**src/include/wit_map.vh**
```
// Register map, field positions and timing constants of the watchdog timer
`ifndef WIT_MAP_VH
`define WIT_MAP_VH
`define WIT_ADDR_W 16
`define WIT_ADDR_PERIOD 16'hFF42
`define WIT_ADDR_MODE 16'hFFF9
`define WIT_PERIOD_RST 8'h00
`define WIT_MODE_RST 8'h00
`define WIT_SEL_RST 3'h0
`define WIT_SEL_MSB 2
`define WIT_SEL_LSB 0
`define WIT_RUN_BIT 7
`define WIT_WDM_BIT 4
`define WIT_RVN_BIT 3
// Prescaler ahead of the counter: 2^12 main clocks per tick
`define WIT_PRE_W 12
// Counter of ticks: up to 2^8 ticks gives 2^20 clocks
`define WIT_CNT_W 9
`define WIT_SEL_MAX 3'h7
`define WIT_SEL_MAX_SHIFT 4'h8
`endif

```
**src/hdl/wit_prescaler.v**
```verilog
// Free-running prescaler producing the counter tick enable
`timescale 1ns/100ps
module wit_prescaler (
  input wire clk_in,
  input wire reset_n_in,
  input wire run_in,
  output reg tick_out
);
`include "wit_map.vh"
  reg [`WIT_PRE_W-1:0] pre_q;
  // Never cleared by arming, so the first period may run short
  always @(posedge clk_in) begin
    if (!reset_n_in) begin
      pre_q <= {`WIT_PRE_W{1'b0}};
      tick_out <= 1'b0;
    end else if (run_in) begin
      pre_q <= pre_q + {{(`WIT_PRE_W-1){1'b0}}, 1'b1};
      tick_out <= &pre_q;
    end else begin
      tick_out <= 1'b0;
    end
  end
endmodule

```
**src/hdl/wit_top.v**
```verilog
// Watchdog / interval timer with its two control registers
`timescale 1ns/100ps
module wit_top (
  input wire clk_in,
  input wire reset_n_in,
  input wire [15:0] addr_in,
  input wire wr_in,
  input wire rd_in,
  input wire [7:0] wdata_in,
  input wire halt_in,
  input wire stop_in,
  input wire interval_irq_mask_in,
  input wire interval_irq_priority_in,
  output reg [7:0] rdata_out,
  output reg interval_irq_out,
  output reg interval_irq_priority_out,
  output reg interval_irq_default_top_out,
  output reg nmi_req_out,
  output reg reset_req_out,
  output reg running_out
);
`include "wit_map.vh"
  reg [2:0] period_sel_q;
  reg [2:0] active_sel_q;
  reg run_q;
  reg watchdog_mode_sel_q;
  reg reset_vs_nmi_sel_q;
  reg [`WIT_CNT_W-1:0] cnt_q;
  reg [`WIT_CNT_W-1:0] cnt_d;
  reg [`WIT_CNT_W-1:0] limit;
  reg overflow;
  wire wr_period;
  wire wr_mode;
  wire arm;
  wire tick;
  wire count_en;

  // Whole-byte writes only; the bus carries no bit strobes
  assign wr_period = wr_in && (addr_in == `WIT_ADDR_PERIOD);
  assign wr_mode = wr_in && (addr_in == `WIT_ADDR_MODE);
  assign arm = wr_mode && wdata_in[`WIT_RUN_BIT];
  // HALT is ignored on purpose; only STOP freezes the timer
  assign count_en = run_q && !stop_in;

  wit_prescaler u_pre (
    .clk_in(clk_in),
    .reset_n_in(reset_n_in),
    .run_in(count_en),
    .tick_out(tick)
  );

  // Ticks of 2^12 clocks per period for each select code
  always @* begin
    if (active_sel_q == `WIT_SEL_MAX)
      limit = {`WIT_CNT_W{1'b0}} | ({{(`WIT_CNT_W-1){1'b0}}, 1'b1}
              << `WIT_SEL_MAX_SHIFT);
    else
      limit = {{(`WIT_CNT_W-1){1'b0}}, 1'b1} << active_sel_q;
  end

  always @* begin
    overflow = 1'b0;
    cnt_d = cnt_q;
    if (arm) begin
      cnt_d = {`WIT_CNT_W{1'b0}};
    end else if (count_en && tick) begin
      if (cnt_q + {{(`WIT_CNT_W-1){1'b0}}, 1'b1} >= limit) begin
        overflow = 1'b1;
        cnt_d = {`WIT_CNT_W{1'b0}};
      end else begin
        cnt_d = cnt_q + {{(`WIT_CNT_W-1){1'b0}}, 1'b1};
      end
    end
  end

  always @(posedge clk_in) begin
    if (!reset_n_in) begin
      period_sel_q <= `WIT_SEL_RST;
      active_sel_q <= `WIT_SEL_RST;
      run_q <= 1'b0;
      watchdog_mode_sel_q <= 1'b0;
      reset_vs_nmi_sel_q <= 1'b0;
      cnt_q <= {`WIT_CNT_W{1'b0}};
    end else begin
      cnt_q <= cnt_d;
      if (wr_period)
        period_sel_q <= wdata_in[`WIT_SEL_MSB:`WIT_SEL_LSB];
      // Period change is taken only when arming clears the counter, not on overflow
      if (arm) begin
        if (wr_period)
          active_sel_q <= wdata_in[`WIT_SEL_MSB:`WIT_SEL_LSB];
        else
          active_sel_q <= period_sel_q;
      end
      if (wr_mode) begin
        run_q <= run_q | wdata_in[`WIT_RUN_BIT];
        watchdog_mode_sel_q <= watchdog_mode_sel_q |
                               wdata_in[`WIT_WDM_BIT];
        reset_vs_nmi_sel_q <= reset_vs_nmi_sel_q |
                              wdata_in[`WIT_RVN_BIT];
      end
    end
  end

  // Outputs registered; one-clock pulses on overflow
  always @(posedge clk_in) begin
    if (!reset_n_in) begin
      rdata_out <= 8'h00;
      interval_irq_out <= 1'b0;
      interval_irq_priority_out <= 1'b0;
      interval_irq_default_top_out <= 1'b0;
      nmi_req_out <= 1'b0;
      reset_req_out <= 1'b0;
      running_out <= 1'b0;
    end else begin
      interval_irq_out <= overflow && !watchdog_mode_sel_q &&
                          !interval_irq_mask_in;
      interval_irq_priority_out <= interval_irq_priority_in;
      interval_irq_default_top_out <= 1'b1;
      nmi_req_out <= overflow && watchdog_mode_sel_q &&
                     !reset_vs_nmi_sel_q;
      reset_req_out <= overflow && watchdog_mode_sel_q &&
                       reset_vs_nmi_sel_q;
      running_out <= count_en;
      rdata_out <= 8'h00;
      if (rd_in && addr_in == `WIT_ADDR_PERIOD)
        rdata_out <= {5'h00, period_sel_q};
      else if (rd_in && addr_in == `WIT_ADDR_MODE)
        rdata_out <= {run_q, 2'h0, watchdog_mode_sel_q,
                      reset_vs_nmi_sel_q, 3'h0};
    end
  end
endmodule

```
**config.mk**
```make
export PLATFORM = sky130hd
export DESIGN_NAME = wit_top
export DESIGN_NICKNAME = d
export VERILOG_FILES = /design/src/hdl/wit_prescaler.v /design/src/hdl/wit_top.v
export VERILOG_INCLUDE_DIRS = /design/src /design/src/include
export SDC_FILE = /design/constraint.sdc
export NUM_CORES = 1
export LEC_CHECK = 0
export BUFFER_PORTS_ARGS = -buffer_cell sky130_fd_sc_hd__buf_2
export CORE_ASPECT_RATIO = 1.5
export CORE_UTILIZATION = 54
export DETAILED_ROUTE_END_ITERATION = 12
export GPL_TIMING_DRIVEN = 1
export PLACE_DENSITY = 0.79
export SYNTH_ARGS = -nofsm -noshare
export SYNTH_HDL_FRONTEND = slang
export SYNTH_SLANG_ARGS = --single-unit
```
**constraint.sdc**
```tcl
create_clock -name clk_in -period 3.3 [get_ports clk_in]
set_input_delay 0 -clock clk_in [delete_from_list [all_inputs] [get_ports clk_in]]
set_output_delay 0 -clock clk_in [all_outputs]
set_load 0.005 [all_outputs]
```
==> results of run 1 <==
==> logic make-up (layout without fill, tap and decap cells) <==
group	count (synthesis)	in the layout	share of synthesized area
simple gates	110	110	0.283
flops	43	43	0.405
compound gates	38	38	0.128
buf+inv	20	64	0.0418
xor+xnor	15	15	0.0619
fa+ha+maj	10	10	0.0589
mux	4	4	0.0189
other cells	1	2	0.00177
==> state kept, by name, indices dropped and copies added, names as in the netlist <==
signal / count
u_pre.pre_q: 12
cnt_q: 9
rdata_out: 6
active_sel_q: 3
period_sel_q: 3
interval_irq_default_top_out: 1
interval_irq_out: 1
interval_irq_priority_out: 1
nmi_req_out: 1
reset_req_out: 1
reset_vs_nmi_sel_q: 1
run_q: 1
running_out: 1
u_pre.tick_out: 1
watchdog_mode_sel_q: 1
==> layout by cell type (no fill, tap or decap), types with 2 or more instances in the layout <==
master,instances
and2_1,7
and3_1,2
xor2_1,10
nand4_1,10
or3_1,4
nor4_1,7
or3b_2,2
nor2_1,28
ha_1,10
buf_4,2
nand2_1,21
nor3b_1,2
o221ai_1,3
nor3_1,8
dlygate4sd3_1,9
xnor2_1,5
o21a_1,2
o211ai_1,3
conb_1,2
o21ai_0,4
dfxtp_1,43
a21oi_1,13
o2111ai_1,4
mux2i_1,4
nand3b_1,3
a31oi_1,2
clkbuf_8,5
inv_1,6
nand3_1,3
buf_2,40
a211oi_1,3
nor2b_1,4
==> worst max-delay path by stage <==
stage,endpoint,startpoint,cells after the start
6_report,cnt_q[6],cnt_q[0],9
5_1_grt,cnt_q[2],cnt_q[0],9
4_1_cts,cnt_q[6],cnt_q[0],9
3_5_place_dp,cnt_q[6],cnt_q[0],9
3_3_place_gp,cnt_q[6],cnt_q[0],9
2_1_floorplan,cnt_q[2],cnt_q[0],9
==> worst reg2reg max path, delay by kind of cell, from the launching register on <==
family	cells	cell delay (ns)
XOR/XNOR	1	0.13
AND/OR/NAND/NOR	2	0.46
flip-flops	1	0.41
adder cells (fa/ha/maj)	2	0.55
AO/OA/AOI/OAI	4	1.12
==> final cells by class <==
| class | count | area [um2] | area share |
|---|---|---|---|
| sequential | 43 | 861 | 0.341 |
| timing repair buffer | 51 | 305 | 0.121 |
| inverter | 6 | 22.5 | 0.00893 |
| tap | 43 | 53.8 | 0.0213 |
| clock buffer | 6 | 72.6 | 0.0288 |
| multi-input combinational | 179 | 1180 | 0.467 |
| clock inverter | 1 | 30.0 | 0.0119 |
==> power groups by stage <==
stage | clock network (mW) | registers, mW | logic (mW)
floorplan | 0 | 0.532 | 0.0128
global placement | 0 | 0.532 | 0.0337
detailed placement | 0 | 0.532 | 0.0342
CTS | 0.397 | 0.520 | 0.0426
global route | 0.414 | 0.520 | 0.0466
finish | 0.387 | 0.520 | 0.0428
==> stage by stage <==
step,cells,utilization,power (mW)
2_1_floorplan,242,-,0.545
3_3_place_gp,313,0.627,0.566
3_5_place_dp,313,0.627,0.566
4_1_cts,329,0.679,0.959
5_1_grt,329,0.679,0.980
6_report,329,0.679,0.950
==> timing repair <==
| action | 4_1_cts | 5_1_grt |
|---|---|---|
| setup endpoints to repair | 0 | 0 |
| hold endpoints to repair | 9 | 0 |
| hold buffers | 9 | 0 |
==> routing by layer <==
layer,routed length (um),track usage
met5,0,0
met4,108,0.116
met3,83,0.0421
met2,2380,0.413
met1,1760,0.245
==> results.md, run 1 <==
* Crit-path slowest cell: o32ai_4
* Ys flop type: dfxtp_1
* Fin. max-slew vios at 0
* Relative slew slack at 0.556
* Top post-synthesis cells by count: dfxtp_1 (43), nor2_1 (28), nand2_1 (21), a21oi_1 (13)
* Slowest stage delay, CP at 0.47 ns
* Ant diodes at 0
* # resized after CTS at 0
* HPWL Detailed at 3110 um
* Clk sinks at 43
* Max Cap Violations at 0
* Via/cell ratio at 5.54
* Worst-path cell chain: ha_1 > nand2_1 > nor3_1 > xor2_1 > ha_1 > a211o_1 > o32ai_4 > o221ai_1 > a21oi_1
* R2R Path Start: cnt_q[0]
* Final Hold Viols at 0
* Worst-path clk slew at 0.08 ns
* CTS Root Cell: clkbuf_8
* Worst-margin pin slew at 0.665 ns
* Post-place setup slack at 0.551 ns
* Largest area contributor in the netlist: dfxtp_1
* Grt total ovfl at 0
* Die area at 4190 um2
* Worst-Skew Late Latency at 0.29 ns
* Via Count at 1824
* DIE HEIGHT at 78.8 um
* Ys async rst share at 0
* IO Pins at 46
* First-pass GRT wire length at 7210 um
* CTS tree: yes
* PD cells at 377 nW/um2
* Crit end category: register
* Worst ir drop on vdd at 0.468 mV
* Yosys reg bits at 43
* Worst hold start: rd_in
* Final Cycle Share at 0.830
* Area contributors post-synth: dfxtp_1 (41%), ha_1 (5.9%), nor2_1 (4.9%), xor2_1 (4.1%), nand2_1 (3.7%)
* Starting Density at 0.571
* Pleak at 1.00 nW
* Final setup fails at 0
* Area after DPL at 2330 um2
* Critical path required time at 3.53 ns
* NetSw at 185 uW
* Initial antenna violation count at 0
* Postcts setup bufs at 0
* Post-route setup slack at 0.560 ns
* Core area at 3720 um2
* WL per Instance at 13.1 um
* Die Wd at 53.2 um
* Total track usage at 0.231
* Status: completed
* Internal at 765 uW
* R2r worst-path depth at 9
* Reg-to-Reg End: cnt_q[6]
* Final antenna-violating net count at 0
* Worst Skew at 0.00417 ns
* CP Max Fanout at 10
* Post-route DRC violation count at 0
* Final setup TNS at 0 ns
* Syn. warnings at 0
* # rows at 27
* Initial DRC Count at 45
* CTS H-tree lvls at 2
* Max clock buf depth at 2
* Final worst path period need at 2.74 ns
* Critical Path AT at 2.97 ns
* Register-to-register setup slack at 0.56 ns
* Filler cells at 317
* Sequential power share at 0.547
* Syn Inst Count at 241
* Share of the synthesized area in the top cell type at 0.405
* Clock power frac at 0.408
* Syn avg cell area at 8.81 um2
* Post-Route WL at 4320 um
* Final Cell Area at 2520 um2
* Pre-antenna DRT Iters at 4
* Startpoint Class: register
* Hold WS at 0.0683 ns
* Gate power share at 0.045
* Clock buffer count from CTS at 5
* Most frequent cell after synthesis: dfxtp_1
* IO Port Bufs at 40
* Synthesized cell area at 2120 um2
* Hold WC Path Type: in -> reg
* F_max at 365 MHz
* Buf/Inv on CP at 0
* Final net count at 328
* Sw frac at 0.195
* GPL Wtd Cong at 0.794
* Largest net degree at the start of global routing at 24
* Hold Path Depth at 3
* Worst Path Class, Setup: reg -> reg
* Critical path's top delay family: compound AO/OA/AOI/OAI gates
* Register area share after synthesis at 0.405
* Synth-to-Final Area Change at 18.8%
* Crit path top cell by count: ha_1
* Netlist cell types at 44
* EDFF count, synth at 0
* Layout cells sized above 1 at 0.199
* RSZ-0062 raised after global routing: no
* Hold EP: rdata_out[7]
* Vias in the first global route at 1726
(Power assumes the default switching activity.)
==> inputs of run 2 (changes only) <==
CORE_UTILIZATION = 48   (was 54)
PLACE_DENSITY = 0.75   (was 0.79)
clock period = 2.4 ns   (was 3.3 ns; I/O delays follow)
==> run 2 against run 1 <==
Compared with the run above:
- via count is 6.8% higher
- power is 43% higher
- register-to-register slack worse by 0.44 ns
- sequential power is 38% higher
- critical path depth is 1 higher
- critical path type unchanged
- highest routed layer unchanged
==> results.md, run 2 (same netlist as run 1, synthesis figures left out) <==
* Status: completed
* Grt total ovfl at 0
* CP Max Fanout at 5
* Largest regs: u_pre.pre_q x12, cnt_q x9, rdata_out x6
* Max clock buf depth at 2
* Hold WS at 0.0872 ns
* PD cells at 510 nW/um2
* Max Cap Violations at 0
* Worst-path clk slew at 0.08 ns
* Worst Skew at 0.00757 ns
* Final setup TNS at 0 ns
* Clock buffer count from CTS at 5
* DIE HEIGHT at 83.5 um
* Hold Path Depth at 3
* F_max at 439 MHz
* Final Hold Viols at 0
* WL per Instance at 13.3 um
* Via Count at 1948
* # rows at 29
* Core area at 4250 um2
* Clk sinks at 43
* Relative slew slack at 0.640
* Post-Route WL at 4620 um
* Post-place setup slack at -0.0456 ns
* Worst-margin pin slew at 0.535 ns
* Initial DRC Count at 39
* Final net count at 342
* CTS Root Cell: clkbuf_8
* CTS tree: yes
* First-pass GRT wire length at 7840 um
* Critical path required time at 2.62 ns
* GPL Wtd Cong at 0.841
* R2r worst-path depth at 10
* Initial antenna violation count at 0
* Pre-antenna DRT Iters at 6
* Final setup fails at 0
* Post-route setup slack at 0.121 ns
* Filler cells at 357
* Startpoint Class: register
* IO Pins at 46
* Post-route DRC violation count at 0
* Fin. max-slew vios at 0
* Postcts setup bufs at 0
* IO Port Bufs at 40
* Critical Path AT at 2.50 ns
* HPWL Detailed at 3350 um
* Max reg flops at 12
* Worst-Skew Late Latency at 0.30 ns
* Worst Path Class, Setup: reg -> reg
* Die area at 4700 um2
* Crit end category: register
* Most frequent cells in the layout: dfxtp_1 (42), buf_2 (40), nor2_1 (27)
* Hold WC Path Type: in -> reg
* Die Wd at 56.3 um
* Top reg by flops: u_pre.pre_q
* Largest net degree at the start of global routing at 24
* Layout cells sized above 1 at 0.259
* Starting Density at 0.500
* Synth-to-Final Area Change at 25.9%
* Ant diodes at 0
* Final Cycle Share at 0.950
* Total track usage at 0.211
* Worst ir drop on vdd at 0.561 mV
* Pleak at 1.09 nW
* Via/cell ratio at 5.61
* Most common cell after layout, fill and taps aside: dfxtp_1
* Vias in the first global route at 1882
* Final worst path period need at 2.28 ns
* Final antenna-violating net count at 0
* CTS H-tree lvls at 2
-- run 2: routing by layer --
metal / track usage / up-vias / share of wire
li1: - / 977 / -
met1: 0.222 / 930 / 0.40
met2: 0.391 / 29 / 0.55
met3: 0.0388 / 12 / 0.024
met4: 0.104 / 0 / 0.030
met5: 0 / - / 0
-- run 2: final cells by class --
type / count / area [um2] / share of cell area
timing repair buffer: 65 / 418 / 0.156
sequential: 43 / 862 / 0.323
multi-input combinational: 179 / 1190 / 0.447
clock inverter: 2 / 35.0 / 0.0131
tap: 46 / 57.6 / 0.0215
clock buffer: 6 / 82.6 / 0.0309
inverter: 6 / 22.5 / 0.00843
-- run 2: path summary, 6_finish.rpt --
kind | startpoint | endpoint | slack (ns)
worst max register to register | cnt_q[1] | cnt_q[3] | 0.12
worst min-delay path | rd_in | rdata_out[3] | 0.09
worst max-delay path | cnt_q[1] | cnt_q[3] | 0.12
worst min register to register | u_pre.pre_q[11] | u_pre.tick_out | 0.46
-- run 2: through the flow --
| stage | utilization | power (mW) | cells | instance area (um2) |
|---|---|---|---|---|
| after CTS | 0.627 | 1.37 | 347 | 2660 |
| after global routing | 0.630 | 1.41 | 347 | 2670 |
| after global placement | 0.576 | 0.780 | 330 | 2440 |
| final | 0.630 | 1.36 | 347 | 2670 |
| after detailed placement | 0.576 | 0.780 | 330 | 2440 |
| after floorplan | - | 0.750 | 242 | 2130 |
-- run 2: power breakdown --
group | switching [mW] | internal [mW] | total (mW)
logic | 0.0271 | 0.0336 | 0.0607
registers | 0.000748 | 0.714 | 0.715
clock network | 0.249 | 0.337 | 0.586
total | 0.277 | 1.08 | 1.36
-- run 2: what timing repair did --
action                                  CTS  global route
pin swaps                                 2             4
cloned                                    0             0
endpoints found under the setup margin   10            11
endpoints found under the hold margin    10             0
hold buffers                              9             0
gates resized for setup                   4             3
-- run 2: critical path, stage by stage (launching register included) --
cell	delay [ns]
dfxtp_1	0.34
ha_2	0.20
nand2_2	0.10
nor2_4	0.11
xor2_1	0.18
ha_1	0.26
a211o_1	0.30
o32ai_4	0.25
buf_6	0.15
o221ai_1	0.10
a21oi_1	0.20
==> inputs of run 3 (changes only) <==
ABC_CLOCK_PERIOD_IN_PS = 2400   (was not set)
CORE_UTILIZATION = 35   (was 48)
PLACE_DENSITY = not set   (was 0.75)
==> run 3 against run 2 <==
Compared with the run above:
- clock power shrank 7.7%
- count of clock-buffer cells in the layout unchanged
- hold slack improved by 0.017 ns
- routed wire length increased by 4.1%
- fmax barely moved
- flip-flop and latch count did not move
- core utilization down 15 points
- largest power group unchanged
==> results.md, run 3 (same netlist as run 1, synthesis figures left out) <==
* PD cells at 474 nW/um2
* Largest net degree at the start of global routing at 24
* Critical path's top delay family: compound AO/OA/AOI/OAI gates
* GPL Wtd Cong at 0.809
* Post-route setup slack at 0.120 ns
* Die area at 6390 um2
* Filler cells at 556
* Pre-antenna DRT Iters at 6
* Initial antenna violation count at 0
* Synth-to-Final Area Change at 30.9%
* Relative slew slack at 0.631
* Fin. max-slew vios at 0
* Final Cell Area at 2780 um2
* Max Cap Violations at 0
* Buf/Inv on CP at 1
* Hold WC Path Type: in -> reg
* Final antenna-violating net count at 0
* Gate power share at 0.047
* Clock power frac at 0.411
* Worst-path clk slew at 0.08 ns
* CTS Root Cell: clkbuf_8
* Worst-Skew Late Latency at 0.30 ns
* F_max at 439 MHz
* Clock buffer count from CTS at 5
* NetSw at 264 uW
* Final setup TNS at 0 ns
* Post-Route WL at 4810 um
* Final setup fails at 0
* Most frequent cells in the layout: buf_2 (40), dfxtp_1 (38), nor2_1 (27)
* Crit-path slowest cell: o32ai_4
* Pleak at 1.13 nW
* HPWL Detailed at 3500 um
* First-pass GRT wire length at 8010 um
* Met1 Use GR at 0.173
* Sw frac at 0.200
* Post-route DRC violation count at 0
* Worst ir drop on vdd at 0.346 mV
* Worst Skew at 0.0108 ns
* Via Count at 1878
* Clk sinks at 43
* Ant diodes at 0
* Grt total ovfl at 0
* Starting Density at 0.364
* Most common cell after layout, fill and taps aside: buf_2
* Total track usage at 0.163
* WL per Instance at 12.9 um
* Critical path required time at 2.64 ns
* Critical Path AT at 2.52 ns
* Internal at 1.05 mW
* GRT busiest layer: met2
* Sequential power share at 0.543
* Worst-margin pin slew at 0.549 ns
* Max reg flops at 12
* # rows at 34
* Post-place setup slack at -0.00908 ns
* Startpoint Class: register
* Final net count at 344
* Status: completed
* Slowest stage delay, CP at 0.37 ns
* Final Hold Viols at 0
* Layout cells sized above 1 at 0.281
* Largest regs: u_pre.pre_q x12, cnt_q x9, rdata_out x6
* Die Wd at 65.6 um
* Worst-path cell chain: ha_4 > nand2_4 > nor2_4 > xor2_2 > ha_1 > a211o_1 > o32ai_4 > clkbuf_16 > o2111ai_1 > a21oi_1
* Top reg by flops: u_pre.pre_q
* CP Max Fanout at 5
* Via/cell ratio at 5.02
* Crit end category: register
* Grt met3 use at 0.0305
* IO Port Bufs at 40
* IO Pins at 46
* GR Util met2 at 0.299
* Max clock buf depth at 2
* Area after DPL at 2480 um2
* Initial DRC Count at 64
* Final worst path period need at 2.28 ns
* Vias in the first global route at 1811
* Final Cycle Share at 0.950
* Core area at 5830 um2
* Worst Path Class, Setup: reg -> reg
* CTS tree: yes
* CTS H-tree lvls at 2
* DIE HEIGHT at 97.4 um
-- run 3: worst paths after layout --
check / from / to / slack (ns) / depth (start not counted)
worst min register to register: watchdog_mode_sel_q / interval_irq_out / 0.46 / 1
worst max-delay path: cnt_q[1] / cnt_q[5] / 0.12 / 10
worst min-delay path: rd_in / rdata_out[7] / 0.10 / 3
worst max register to register: cnt_q[1] / cnt_q[5] / 0.12 / 10
-- run 3: through the flow --
step | power, mW | instances | utilization | hold WS (ns)
6_report | 1.32 | 374 | 0.477 | 0.104
5_1_grt | 1.37 | 374 | 0.477 | 0.124
4_1_cts | 1.34 | 371 | 0.459 | 0.110
3_5_place_dp | 0.782 | 355 | 0.426 | 0.177
3_3_place_gp | 0.781 | 355 | 0.426 | 0.173
2_1_floorplan | 0.750 | 242 | - | 0.0277
-- run 3: worst register-to-register path: cells and delay by family, from the launching register on --
family                     cells  cell delay [ns]
AOI/OAI and AO/OA              4             0.91
xor gates and xnor gates       1             0.15
adders and majority gates      2             0.39
buffers and inverters          1             0.21
DFF                            1             0.36
and+or+nand+nor                2             0.18
-- run 3: per-layer routing --
metal  up-vias  routed length (um)
li1        974                   -
met1       875                1930
met2        18                2660
met3        11                  92
met4         0                 127
met5         -                   0
-- run 3: final cells by class --
cell class                 count  area, um2  share of cell area
clock buffer                   6       72.6              0.0261
sequential                    43        867               0.312
inverter                       6       22.5             0.00810
timing repair buffer          67        455               0.164
multi-input combinational    179       1240               0.447
tap                           72       90.1              0.0324
clock inverter                 1       30.0              0.0108
-- run 3: power groups by stage --
| stage | Combinational [mW] | Sequential [mW] | Clock [mW] |
|---|---|---|---|
| 5_1_grt | 0.0670 | 0.715 | 0.591 |
| 3_5_place_dp | 0.0500 | 0.732 | 0 |
| 6_report | 0.0613 | 0.715 | 0.541 |
| 4_1_cts | 0.0612 | 0.715 | 0.566 |
| 2_1_floorplan | 0.0176 | 0.732 | 0 |
| 3_3_place_gp | 0.0489 | 0.732 | 0 |
-- run 3: timing repair --
item | 4_1_cts | 5_1_grt
setup buffers | 0 | 2
setup endpoints to repair | 10 | 11
pin swaps | 1 | 7
cloned | 0 | 1
endpoints found under the hold margin | 9 | 0
resized for setup | 1 | 15
hold buffers | 9 | 0
